[src/include/pwc_pkg.sv]
// pwc_pkg: register offsets, field positions, reset values and codes for the pwm channel
// assumes byte-wide registers, each on its own aligned 32-bit apb word
package pwc_pkg;

  // register byte addresses
  localparam logic [7:0] OFF_CTRL0 = 8'h00;
  localparam logic [7:0] OFF_CTRL1 = 8'h04;
  localparam logic [7:0] OFF_CNT_LO = 8'h08;
  localparam logic [7:0] OFF_CNT_HI = 8'h0C;
  localparam logic [7:0] OFF_DUTY_LO = 8'h10;
  localparam logic [7:0] OFF_DUTY_HI = 8'h14;
  localparam logic [7:0] OFF_PER_LO = 8'h18;
  localparam logic [7:0] OFF_PER_HI = 8'h1C;

  // field positions
  localparam int CS_LSB = 0;
  localparam int IS_LSB = 2;
  localparam int NEG_BIT = 4;
  localparam int RUN_BIT = 0;
  localparam int SPARE_LSB = 1;
  localparam int FLAG_BIT = 6;
  localparam int STAT_BIT = 7;

  // reset values
  localparam logic [4:0] CTRL0_RST = 5'h00;
  localparam logic [4:0] SPARE_RST = 5'h00;
  localparam logic RUN_RST = 1'b0;
  localparam logic FLAG_RST = 1'b1;
  localparam logic STAT_RST = 1'b0;
  localparam logic [15:0] CNT_RST = 16'h0000;
  localparam logic [15:0] DUTY_RST = 16'h0000;
  localparam logic [15:0] PER_RST = 16'h0000;

  // interrupt point code for duty match only
  localparam logic [1:0] IS_DUTY = 2'b01;

  // count clock choices
  typedef enum logic [1:0] {
    PWC_CS_LOW = 2'b00,
    PWC_CS_HTB = 2'b01,
    PWC_CS_OFF = 2'b10,
    PWC_CS_EXT = 2'b11
  } pwc_clk_sel_t;

  // replace one byte of a 16-bit value
  function automatic logic [15:0] pwc_put_byte(input logic [15:0] w, input logic hi,
                                               input logic [7:0] b);
    return hi ? {b, w[7:0]} : {w[15:8], b};
  endfunction : pwc_put_byte

endpackage : pwc_pkg

[src/verilog/pwc_clk_sel.sv]
// pwc_clk_sel: picks the count clock and marks each of its falling edges
// assumes all clock inputs are already synchronous to pclk
`timescale 1ns/10ps
module pwc_clk_sel (
  // clock and reset
  input wire logic pclk,
  input wire logic presetn,
  // selection
  input wire logic [1:0] clk_sel,
  // candidate count clocks
  input wire logic low_speed_clock,
  input wire logic high_speed_timebase_clock,
  input wire logic ext_count_clock,
  // one-cycle pulse per falling edge
  output logic fall_tick
);

  logic cur_q;
  logic cur_d;
  logic prev_q;

  // clock choice
  always_comb begin
    case (pwc_pkg::pwc_clk_sel_t'(clk_sel))
      pwc_pkg::PWC_CS_LOW: cur_d = low_speed_clock;
      pwc_pkg::PWC_CS_HTB: cur_d = high_speed_timebase_clock;
      pwc_pkg::PWC_CS_EXT: cur_d = ext_count_clock;
      default: cur_d = 1'b0;
    endcase
  end

  always_ff @(posedge pclk or negedge presetn) begin
    if (!presetn) begin
      cur_q <= 1'b0;
      prev_q <= 1'b0;
    end else begin
      cur_q <= cur_d;
      prev_q <= cur_q;
    end
  end

  // prohibited code stops all edges
  assign fall_tick = prev_q && !cur_q && (clk_sel != pwc_pkg::PWC_CS_OFF);

endmodule : pwc_clk_sel

[src/verilog/pwc_reload.sv]
// pwc_reload: duty and period registers with their buffers
// assumes one-cycle write strobes and a one-cycle reload pulse
`timescale 1ns/10ps
module pwc_reload (
  // clock and reset
  input wire logic pclk,
  input wire logic presetn,
  // register writes
  input wire logic wr_duty_lo,
  input wire logic wr_duty_hi,
  input wire logic wr_per_lo,
  input wire logic wr_per_hi,
  input wire logic [7:0] wr_byte,
  // control
  input wire logic stopped,
  input wire logic reload,
  // values
  output logic [15:0] duty_q,
  output logic [15:0] period_q,
  output logic [15:0] duty_buf_q,
  output logic [15:0] period_buf_q
);

  logic [15:0] duty_d;
  logic [15:0] period_d;
  logic duty_wr;
  logic per_wr;

  assign duty_wr = wr_duty_lo || wr_duty_hi;
  assign per_wr = wr_per_lo || wr_per_hi;
  assign duty_d = duty_wr ? pwc_pkg::pwc_put_byte(duty_q, wr_duty_hi, wr_byte) : duty_q;
  assign period_d = per_wr ? pwc_pkg::pwc_put_byte(period_q, wr_per_hi, wr_byte) : period_q;

  always_ff @(posedge pclk or negedge presetn) begin
    if (!presetn) begin
      duty_q <= pwc_pkg::DUTY_RST;
      period_q <= pwc_pkg::PER_RST;
    end else begin
      duty_q <= duty_d;
      period_q <= period_d;
    end
  end

  always_ff @(posedge pclk or negedge presetn) begin
    if (!presetn) begin
      duty_buf_q <= pwc_pkg::DUTY_RST;
      period_buf_q <= pwc_pkg::PER_RST;
    end else if (stopped) begin
      // stopped writes pass straight through
      if (duty_wr) begin
        duty_buf_q <= duty_d;
      end
      if (per_wr) begin
        period_buf_q <= period_d;
      end
    end else if (reload) begin
      // copy at period match
      duty_buf_q <= duty_q;
      period_buf_q <= period_q;
    end
  end

endmodule : pwc_reload

[src/verilog/pwc_top.sv]
// pwc_top: one pwm channel with a 16-bit counter, apb register slave and pwm pin
// assumes count clocks synchronous to pclk and slower than pclk/2
//
// What this block does
// run bit starts and stops counting
// control bit 6 reads the output flag
// counter write sets output flag to 1
// status bit 7 shows counting in progress
// status on first edge, counting from second
// duty match clears flag next edge
// period match sets flag, counter to zero
// period match reloads duty and period buffers
// stop counts one more edge, then status 0
// restart continues from retained count
// any counter byte write zeroes counter
// stopped writes go straight to buffers
// period is setting+1, duty is setting+1
// software keeps period 1..FFF, duty below
// first interrupt late, later ones periodic
// interrupt possible in the final counted edge
// software polls status before treating stopped
// clock select picks clock, code 10 idle
// interrupt point select period, duty, or both
// polarity bit picks positive or negative logic
// low byte read latches the high byte
// pin shows flag, inverted in negative logic
`timescale 1ns/10ps
module pwc_top (
  // apb clock and reset
  input wire logic pclk,
  input wire logic presetn,
  // apb slave
  input wire logic psel,
  input wire logic penable,
  input wire logic pwrite,
  input wire logic [7:0] paddr,
  input wire logic [31:0] pwdata,
  output logic [31:0] prdata,
  output logic pready,
  output logic pslverr,
  // count clock sources
  input wire logic low_speed_clock,
  input wire logic high_speed_timebase_clock,
  input wire logic ext_count_clock,
  // channel outputs
  output logic pwm_out,
  output logic pwm_interrupt
);

  logic [4:0] ctrl0_q;
  logic run_q;
  logic [4:0] spare_q;
  logic stat_q;
  logic flag_q;
  logic [15:0] cnt_q;
  logic [7:0] cnt_hi_latch_q;
  logic irq_q;
  logic pwm_out_q;
  logic [31:0] prdata_q;
  logic [7:0] rd_byte;
  logic mapped;
  logic setup;
  logic acc;
  logic wr;
  logic rd;
  logic cnt_wr;
  logic tick;
  logic step;
  logic per_hit;
  logic duty_hit;
  logic reload;
  logic [1:0] ctrl_cs;
  logic [1:0] ctrl_is;
  logic ctrl_neg;
  logic [15:0] duty_q;
  logic [15:0] period_q;
  logic [15:0] duty_buf_q;
  logic [15:0] period_buf_q;

  // apb decode
  assign setup = psel && !penable;
  assign acc = psel && penable;
  assign mapped = (paddr[1:0] == 2'h0) && (paddr <= pwc_pkg::OFF_PER_HI);
  assign wr = acc && pwrite && mapped;
  assign rd = setup && !pwrite && mapped;
  assign pready = 1'b1;
  assign pslverr = acc && !mapped;
  assign prdata = prdata_q;

  assign ctrl_cs = ctrl0_q[pwc_pkg::CS_LSB +: 2];
  assign ctrl_is = ctrl0_q[pwc_pkg::IS_LSB +: 2];
  assign ctrl_neg = ctrl0_q[pwc_pkg::NEG_BIT];

  // either counter byte written
  assign cnt_wr = wr && (paddr == pwc_pkg::OFF_CNT_LO || paddr == pwc_pkg::OFF_CNT_HI);

  pwc_clk_sel u_clk_sel (
    .pclk(pclk),
    .presetn(presetn),
    .clk_sel(ctrl_cs),
    .low_speed_clock(low_speed_clock),
    .high_speed_timebase_clock(high_speed_timebase_clock),
    .ext_count_clock(ext_count_clock),
    .fall_tick(tick)
  );

  // compares assume duty below period
  assign per_hit = (cnt_q == period_buf_q);
  assign duty_hit = (cnt_q == duty_buf_q);
  assign step = tick && stat_q && !cnt_wr;
  assign reload = step && per_hit;

  pwc_reload u_reload (
    .pclk(pclk),
    .presetn(presetn),
    .wr_duty_lo(wr && paddr == pwc_pkg::OFF_DUTY_LO),
    .wr_duty_hi(wr && paddr == pwc_pkg::OFF_DUTY_HI),
    .wr_per_lo(wr && paddr == pwc_pkg::OFF_PER_LO),
    .wr_per_hi(wr && paddr == pwc_pkg::OFF_PER_HI),
    .wr_byte(pwdata[7:0]),
    .stopped(!stat_q),
    .reload(reload),
    .duty_q(duty_q),
    .period_q(period_q),
    .duty_buf_q(duty_buf_q),
    .period_buf_q(period_buf_q)
  );

  // control registers
  always_ff @(posedge pclk or negedge presetn) begin
    if (!presetn) begin
      ctrl0_q <= pwc_pkg::CTRL0_RST;
      run_q <= pwc_pkg::RUN_RST;
      spare_q <= pwc_pkg::SPARE_RST;
    end else if (wr && paddr == pwc_pkg::OFF_CTRL0) begin
      ctrl0_q <= pwdata[4:0];
    end else if (wr && paddr == pwc_pkg::OFF_CTRL1) begin
      // run bit
      run_q <= pwdata[pwc_pkg::RUN_BIT];
      spare_q <= pwdata[pwc_pkg::SPARE_LSB +: 5];
    end
  end

  // status follows run at each falling edge
  always_ff @(posedge pclk or negedge presetn) begin
    if (!presetn) begin
      stat_q <= pwc_pkg::STAT_RST;
    end else if (tick) begin
      // first edge raises status
      // last counted edge drops it
      // software sees stop only here
      stat_q <= run_q;
    end
  end

  // counter
  always_ff @(posedge pclk or negedge presetn) begin
    if (!presetn) begin
      cnt_q <= pwc_pkg::CNT_RST;
    end else if (cnt_wr) begin
      // any write zeroes counter
      cnt_q <= pwc_pkg::CNT_RST;
    end else if (step) begin
      // wrap at period match
      // counts 0..period inclusive
      // otherwise continue from held value
      cnt_q <= per_hit ? pwc_pkg::CNT_RST : cnt_q + 16'h0001;
    end
  end

  // output flag
  always_ff @(posedge pclk or negedge presetn) begin
    if (!presetn) begin
      flag_q <= pwc_pkg::FLAG_RST;
    end else if (cnt_wr) begin
      // counter write sets flag
      flag_q <= 1'b1;
    end else if (step) begin
      // period match sets flag
      // duty match clears flag
      if (per_hit) begin
        flag_q <= 1'b1;
      end else if (duty_hit) begin
        flag_q <= 1'b0;
      end
    end
  end

  // interrupt pulse
  always_ff @(posedge pclk or negedge presetn) begin
    if (!presetn) begin
      irq_q <= 1'b0;
    end else begin
      // interrupt point select
      // matches are on the count clock grid
      // final counted edge may still fire
      irq_q <= step && ((per_hit && ctrl_is != pwc_pkg::IS_DUTY) ||
                        (duty_hit && (ctrl_is == pwc_pkg::IS_DUTY || ctrl_is[1])));
    end
  end
  assign pwm_interrupt = irq_q;

  // pin output
  always_ff @(posedge pclk or negedge presetn) begin
    if (!presetn) begin
      pwm_out_q <= pwc_pkg::FLAG_RST;
    end else begin
      // polarity choice
      // flag or its inverse
      pwm_out_q <= flag_q ^ ctrl_neg;
    end
  end
  assign pwm_out = pwm_out_q;

  // high byte latch
  always_ff @(posedge pclk or negedge presetn) begin
    if (!presetn) begin
      cnt_hi_latch_q <= 8'h00;
    end else if (rd && paddr == pwc_pkg::OFF_CNT_LO) begin
      // latch on the edge that captures the low byte
      cnt_hi_latch_q <= cnt_q[15:8];
    end
  end

  // read mux
  always_comb begin
    case (paddr)
      pwc_pkg::OFF_CTRL0: rd_byte = {3'h0, ctrl0_q};
      // flag readback
      // status readback
      pwc_pkg::OFF_CTRL1: rd_byte = {stat_q, flag_q, spare_q, run_q};
      pwc_pkg::OFF_CNT_LO: rd_byte = cnt_q[7:0];
      pwc_pkg::OFF_CNT_HI: rd_byte = cnt_hi_latch_q;
      pwc_pkg::OFF_DUTY_LO: rd_byte = duty_q[7:0];
      pwc_pkg::OFF_DUTY_HI: rd_byte = duty_q[15:8];
      pwc_pkg::OFF_PER_LO: rd_byte = period_q[7:0];
      pwc_pkg::OFF_PER_HI: rd_byte = period_q[15:8];
      default: rd_byte = 8'h00;
    endcase
  end

  // read data captured in the setup cycle
  always_ff @(posedge pclk or negedge presetn) begin
    if (!presetn) begin
      prdata_q <= 32'h00000000;
    end else if (setup && !pwrite) begin
      prdata_q <= mapped ? {24'h000000, rd_byte} : 32'h00000000;
    end
  end
endmodule : pwc_top

[config.mk]
export PLATFORM = sky130hd
export DESIGN_NAME = pwc_top
export DESIGN_NICKNAME = d
export VERILOG_FILES = /design/src/include/pwc_pkg.sv /design/src/verilog/pwc_clk_sel.sv /design/src/verilog/pwc_reload.sv /design/src/verilog/pwc_top.sv
export SDC_FILE = /design/constraint.sdc
export NUM_CORES = 1
export LEC_CHECK = 0
export ABC_AREA = 1
export BUFFER_PORTS_ARGS = -buffer_cell sky130_fd_sc_hd__buf_2
export CAP_MARGIN = 20
export CORE_MARGIN = 8
export CORE_UTILIZATION = 50
export DETAILED_ROUTE_END_ITERATION = 7
export PLACE_DENSITY = 0.7
export REMOVE_ABC_BUFFERS = 1
export SKIP_LAST_GASP = 1
export SLEW_MARGIN = 20
export SYNTH_ARGS = -nofsm -noshare
export SYNTH_HDL_FRONTEND = slang
export SYNTH_SLANG_ARGS = --single-unit
[constraint.sdc]
create_clock -name pclk -period 4.1 [get_ports pclk]
set_input_delay 0.41 -clock pclk [delete_from_list [all_inputs] [get_ports pclk]]
set_output_delay 0.41 -clock pclk [all_outputs]
set_load 0.01 [all_outputs]
### Word-level counts from Yosys, hierarchy flattened

Index checks and enable logic that the tools add are counted.

| storage, ports and cells | value |
|---|---|
| input port bits | 48 |
| register bits after elaboration | 137 |
| output and inout bits | 36 |
| logic and storage cells | 100 |

| cells by class | value |
|---|---|
| $add $sub $neg | 1 |
| eq/ne operators | 15 |
| reduce and logical (&&, ||, !) cells | 45 |
| multiplexer cells | 20 |
| magnitude comparators | 1 |
| bitwise gates (word level) | 2 |

Operator list:

| cell | count |
|---|---|
| 2-to-1 mux 16 bit | 13 |
| one-hot mux 8 bit (8 select lines) | 1 |
| equality test 16 bit | 2 |
| equality test 8 x 5 -> 1 bit (second input constant) | 4 |
| logical AND 1 bit | 24 |
| adder 16 x 1 -> 16 bit (second input constant) | 1 |
| equality test 8 x 4 -> 1 bit (second input constant) | 2 |
| equality test 8 x 3 -> 1 bit (second input constant) | 1 |
| less-or-equal comparator 8 x 5 -> 1 bit (second input constant) | 1 |
| zero test 8 bit | 1 |
| 2-to-1 mux 8 bit | 1 |
| AND reduction 2 bit | 4 |
| nonzero test 2 bit | 3 |
| zero test 1 bit | 5 |
| logical OR 1 bit | 5 |
| equality test 2 x 1 -> 1 bit (second input constant) | 2 |
| zero test 2 bit | 2 |
| 2-to-1 mux 1 bit | 4 |
| inequality test 2 x 1 -> 1 bit (second input constant) | 2 |
| one-hot mux 1 bit (3 select lines) | 1 |
| nonzero test 3 bit | 1 |
| equality test 2 bit (second input constant) | 1 |
| inequality test 2 bit (second input constant) | 1 |
| NOT 1 bit | 1 |
| bitwise XOR 1 bit | 1 |

### Depth between registers and ports, before layout

| depth | value |
|---|---|
| depth in word-level cells | 9 |
| gate-level depth with buffers | 13 |
| depth with buffers taken out | 11 |

### Hierarchy

From an unflattened synthesis, not the netlist that was laid out.

| unflattened totals | value |
|---|---|
| cell total of the unflattened synthesis | 946 |
| area, all modules | 6819.0 um2 |

Modules (own cells, without submodules):

| module | times used | area an instance (um2) | sequential area each (um2) | cells an instance |
|---|---|---|---|---|
| pwc_top | 1 | 3748.6 | 1178.6 | 573 |
| pwc_reload | 1 | 2979.1 | 1601.5 | 361 |
| pwc_clk_sel | 1 | 91.3 | 50.0 | 12 |

### Worst setup path after synthesis

No wires, ideal clock.

| timing | value |
|---|---|
| path type | input port to flip-flop |
| from | in paddr[7] |
| to | reg cnt_q[6] |
| required time | 3.981 ns |
| buffers on the path | 2 |
| arrival time | 1.495 ns |
| library setup time | 0.119 ns |
| path slack | 2.486 ns |
| stages on the path | 12 |
| cells stage by stage | nor2_4 > nand3_2 > inv_1 > buf_4 > nand2_1 > nand2_1 > nand2_2 > nand2_2 > buf_6 > nand3_1 > nand2_1 > nor2_1 |

| on the way | value |
|---|---|
| cells in the longest elaborated chain, start to end | 7 |
| elaborated cells between the ends (all ways) | 11 |
| those cells by class | order compare: 1; eq/ne: 2; mux: 1; reduce/logical: 7 |

Ends and longest elaborated chain:

| element | RTL line | text |
|---|---|---|
| start, declared | pwc_top.sv:36 | `input wire logic [7:0] paddr,` |
| less-or-equal comparator 8 x 5 -> 1 bit | pwc_top.sv:83 | `assign mapped = (paddr[1:0] == 2'h0) && (paddr <= pwc_pkg::OFF_PER_HI);` |
| logical AND 1 bit | pwc_top.sv:83 |  |
| logical AND 1 bit | pwc_top.sv:84 | `assign wr = acc && pwrite && mapped;` |
| logical AND 1 bit (*) | pwc_top.sv:95 | `assign cnt_wr = wr && (paddr == pwc_pkg::OFF_CNT_LO \|\| paddr == pwc_pkg::OFF_CNT_HI);` |
| zero test 1 bit | pwc_top.sv:110 | `assign step = tick && stat_q && !cnt_wr;` |
| logical AND 1 bit | pwc_top.sv:110 |  |
| nonzero test 2 bit (no source line) | -- |  |
| end signal, assigned | pwc_top.sv:159 | `cnt_q <= pwc_pkg::CNT_RST;` |
| end signal, assigned | pwc_top.sv:162 | `cnt_q <= pwc_pkg::CNT_RST;` |
| end signal, assigned | pwc_top.sv:167 | `cnt_q <= per_hit ? pwc_pkg::CNT_RST : cnt_q + 16'h0001;` |
| end, declared | pwc_top.sv:55 | `logic [15:0] cnt_q;` |

Every way passes the cells marked *; elsewhere a longest branch is shown, timed or not.
A chain may end at the register's enable or synchronous reset.

### Worst setup path in the final report

| timing | value |
|---|---|
| from | reg cnt_q[12] |
| to | reg u_reload.period_buf_q[0] |

| on the way | value |
|---|---|
| cells in the longest elaborated chain, start to end | 4 |

Ends and longest elaborated chain:

| element | RTL line | text |
|---|---|---|
| equality test 16 bit | pwc_top.sv:108 | `assign per_hit = (cnt_q == period_buf_q);` |
| logical AND 1 bit | pwc_top.sv:111 | `assign reload = step && per_hit;` |
| inequality test 2 x 1 -> 1 bit (no source line) | -- |  |
| AND reduction 2 bit (no source line) | -- |  |
| end signal, assigned | pwc_reload.sv:47 | `period_buf_q <= pwc_pkg::PER_RST;` |
| end signal, assigned | pwc_reload.sv:54 | `period_buf_q <= period_d;` |
| end signal, assigned | pwc_reload.sv:59 | `period_buf_q <= period_q;` |
| end, declared | pwc_reload.sv:21 | `output logic [15:0] period_buf_q` |

Every way passes these cells.

==> summary.md <==
| Metric | Value |
|---|---|
| GRT met1 Usage | `0.284` |
| I/O pin count | `84` |
| Critical Path End Type | `flip-flop` |
| GR Util met2 | `0.318` |
| Synthesized netlist cell count | `927` |
| Critical path's top delay family | `simple AND/OR/NAND/NOR gates` |
| Vias per inst | `5.18` |
| Cells along the critical path | `inv_1 > nand2_1 > nand2_1 > nor2_1 > nand2_1 > nor2_4 > nand3_2 > nand2_2 > inv_1 > nand2_1 > nand2_1` |
| Peak Freq | `0.421 GHz` |
| Run status | `completed` |
| Ys async rst share | `1.00` |
| CTS tree | `done` |
| Yosys Warn Count | `0` |
| GRT met3 Usage | `0.0648` |
| GP Congestion | `about 0.85` |
| Required @ worst endpoint | `4410 ps` |
| Wire per inst | `15.5 um` |
| Hold Path Class | `in -> async` |
| Net Sw Frac | `0.251` |
| CTS sink count | `113` |
| Mapped cell area | `0.00665 mm^2` |
| GRT Util Overall | `0.213` |
| Pre-Repair DR Iteration Count | `5` |
| Slew margin rel. | `0.364` |
| Cts repair resizes | `0` |
| Layout Cells excl Fill | `roughly 1100` |
| Placed cell count | `~1100` |
| # nets final | `1001` |
| Finished Core Util | `0.561` |
| Busiest grt layer | `met2` |
| Hold Fails Final Rpt | `0` |
| CTS clk-pin slew, worst paths | `50 ps` |
| Cell Pwr Density | `slightly above 400 mW/mm^2` |
| Synth Area in Adders | `0.00188` |
| Max H-tree Level | `4` |
| Combinational share of power | `0.096` |
| RSZ-0062 raised after global routing | `no` |
| Area growth syn-to-layout | `10.9%` |
| CTS Hold Bufs | `0` |
| Slew at the pin closest to its max-slew limit | `about 950 ps` |
| Final Max Slew Viols | `0` |
| # diodes | `0` |
| Die H | `131 um` |
| Total Routed Length | `about 18000 um` |
| Drc violations | `0` |
| Largest family of logic cells by synthesized area | `simple AND/OR/NAND/NOR gates` |
| Core ar. | `approximately 0.013 mm^2` |
| DR iter-0 viols | `623` |
| Internal power | `2.22 mW` |
| Pleak | `between 3 and 4 nW` |
| Clock latency on the worst-skew pair | `420 ps` |
| Share of power burned in registers | `0.406` |
| # fillers | `about 1200` |
| Simple-Gate Fraction of Synth Area | `0.357` |
| Count of cell types in the netlist | `37` |
| Critical path class | `reg -> reg` |
| Gr ovfl total | `0` |
| Psw | `roughly 740 uW` |
| Remaining antenna violation count | `0` |
| Most used cell, CP | `nand2_1` |
| Final period util | `0.580` |
| Post-CTS setup buffer count | `0` |
| Yosys reg bits | `between 100 and 150` |
| Rows | `42` |
| Synth Area in XOR/XNOR | `0.0316` |
| Clock power frac | `0.498` |
| Max incr delay on CP | `480 ps` |
| Clk_skew | `4.18 ps` |
| Vias in the first global route | `between 5000 and 6000` |
| Vias | `5910` |
| Worst path bufs/invs | `2` |
| Clock Path Buffers | `2` |
| Die area | `0.0172 mm^2` |
| Critical Path Slowest Stage Cell | `dfrtp_1` |
| Fraction of layout cells with a size suffix above 1 | `0.110` |
| Root Driver | `clkbuf_16` |
| Setup tns final | `0 ps` |
| Syn Area/Cell | `7.17 um^2` |
| Number of synthesized flops with an enable pin | `0` |
| Leading register cell type out of synthesis | `dfrtp_1` |
| Initial Util | `0.506` |
| Hpwl dp | `12700 um` |
| Die Width | `131 um` |
| Minimum clock period | `2380 ps` |
| Crit path DAT | `2680 ps` |
| Initial antenna violation count | `0` |
| Total of max-cap violations | `0` |
| Mux contribution to synthesized area | `0` |
| Register area share after synthesis | `0.426` |
| Critical Path Source Type | `flip-flop` |
| First-pass GRT wire length | `29100 um` |
| Crit-path max FO | `25` |
| Final setup viols | `0` |
| Peak supply drop | `0.461 mV` |
| TritonCTS Buffers | `17` |
| I/O Buffers | `34` |
| Largest net degree at the start of global routing | `between 70 and 80` |
| Compound-Gate Fraction of Synth Area | `0.0770` |
-- worst paths after layout --
path / start / to / slack, ps / cells after the start
worst max register to register: cnt_q[12]$_DFFE_PN0P_ / u_reload.period_buf_q[0]$_DFFE_PN0P_ / 1720 / 11
worst min-delay path: presetn / u_reload.period_q[1]$_DFF_PN0_ / 130 / 1
min in group pclk: low_speed_clock / u_clk_sel.cur_q$_DFF_PN0_ / 240 / 3
worst min register to register: u_clk_sel.cur_q$_DFF_PN0_ / u_clk_sel.prev_q$_DFF_PN0_ / 380 / 0
worst max-delay path: cnt_q[12]$_DFFE_PN0P_ / u_reload.period_buf_q[0]$_DFFE_PN0P_ / 1720 / 11
max in group asynchronous: presetn / pwm_out$_DFF_PN1_ / 3060 / 2
-- area by class of cell --
cell class | count | area (um^2) | area share
multi-input combinational | 694 | 3200 | 0.434
tap | 176 | 220 | 0.0299
clock inverter | 6 | 105 | 0.0143
inverter | 86 | 323 | 0.0438
timing repair buffer | 40 | 218 | 0.0295
clock buffer | 25 | 475 | 0.0645
sequential | 113 | 2830 | 0.384
-- cell families (layout without fill, tap and decap cells) --
kind of cell	after synthesis	after routing
AO/OA/AOI/OAI	96	96
XOR/XNOR	24	24
adder cells (fa/ha/maj)	1	1
buffers and inverters	143	157
flip-flops	113	113
other	2	25
AND/OR/NAND/NOR	548	548
-- layout by cell type (no fill, tap or decap), types with 7 or more instances in the layout --
master and n:
nor2_1 50, and2_1 8, buf_4 7, nand4_1 21, dfrtp_1 111, nand3_1 61, xor2_1 20, o21ai_1 16
conb_1 25, nand2_1 372, buf_2 33, clkbuf_16 17, inv_1 80, o21ai_0 63, a21oi_1 8
-- metrics by stage --
stage	hold WS (ps)	power, mW	cell area, um^2	setup WS [ps]
final	134	2.97	7370	1720
after global routing	225	3.08	7370	1520
after CTS	183	2.98	7370	1730
after detailed placement	371	1.51	6790	1540
after global placement	366	1.50	6790	1580
after floorplan	114	1.38	6350	1650
-- synthesized netlist by cell type (6+ instances only) --
cell type	instances	area, um^2
a21oi_1	8	40.0
and2_1	8	50.1
buf_2	12	60.1
buf_4	33	248
clkbuf_1	7	26.3
dfrtp_1	111	2780
inv_1	80	300
nand2_1	372	1400
nand2_2	6	37.5
nand3_1	61	305
nand4_1	21	131
nor2_1	50	188
nor2_2	6	37.5
o21ai_0	63	315
o21ai_1	16	80.1
o21ai_2	6	52.6
xor2_1	20	175
-- power groups by stage --
stage / registers, mW / logic, mW / clock network, mW
floorplan: 1.21 / 0.173 / 0
CTS: 1.20 / 0.284 / 1.49
global route: 1.21 / 0.322 / 1.55
detailed placement: 1.22 / 0.284 / 0
global placement: 1.22 / 0.281 / 0
finish: 1.20 / 0.286 / 1.48
-- sequential cells by signal (all words and copies together) (netlist names), 8 cells and up --
register and count:
cnt_hi_latch_q 8, prdata 8, u_reload.period_q 16, u_reload.duty_q 16, u_reload.period_buf_q 16, u_reload.duty_buf_q 16, cnt_q 16
-- per-layer routing --
metal / up-vias / share of wire
met4: 0 / 0.022
met5: - / 0
met1: 2744 / 0.45
met3: 25 / 0.081
met2: 225 / 0.45
li1: 2916 / -
(Power assumes the default switching activity.)
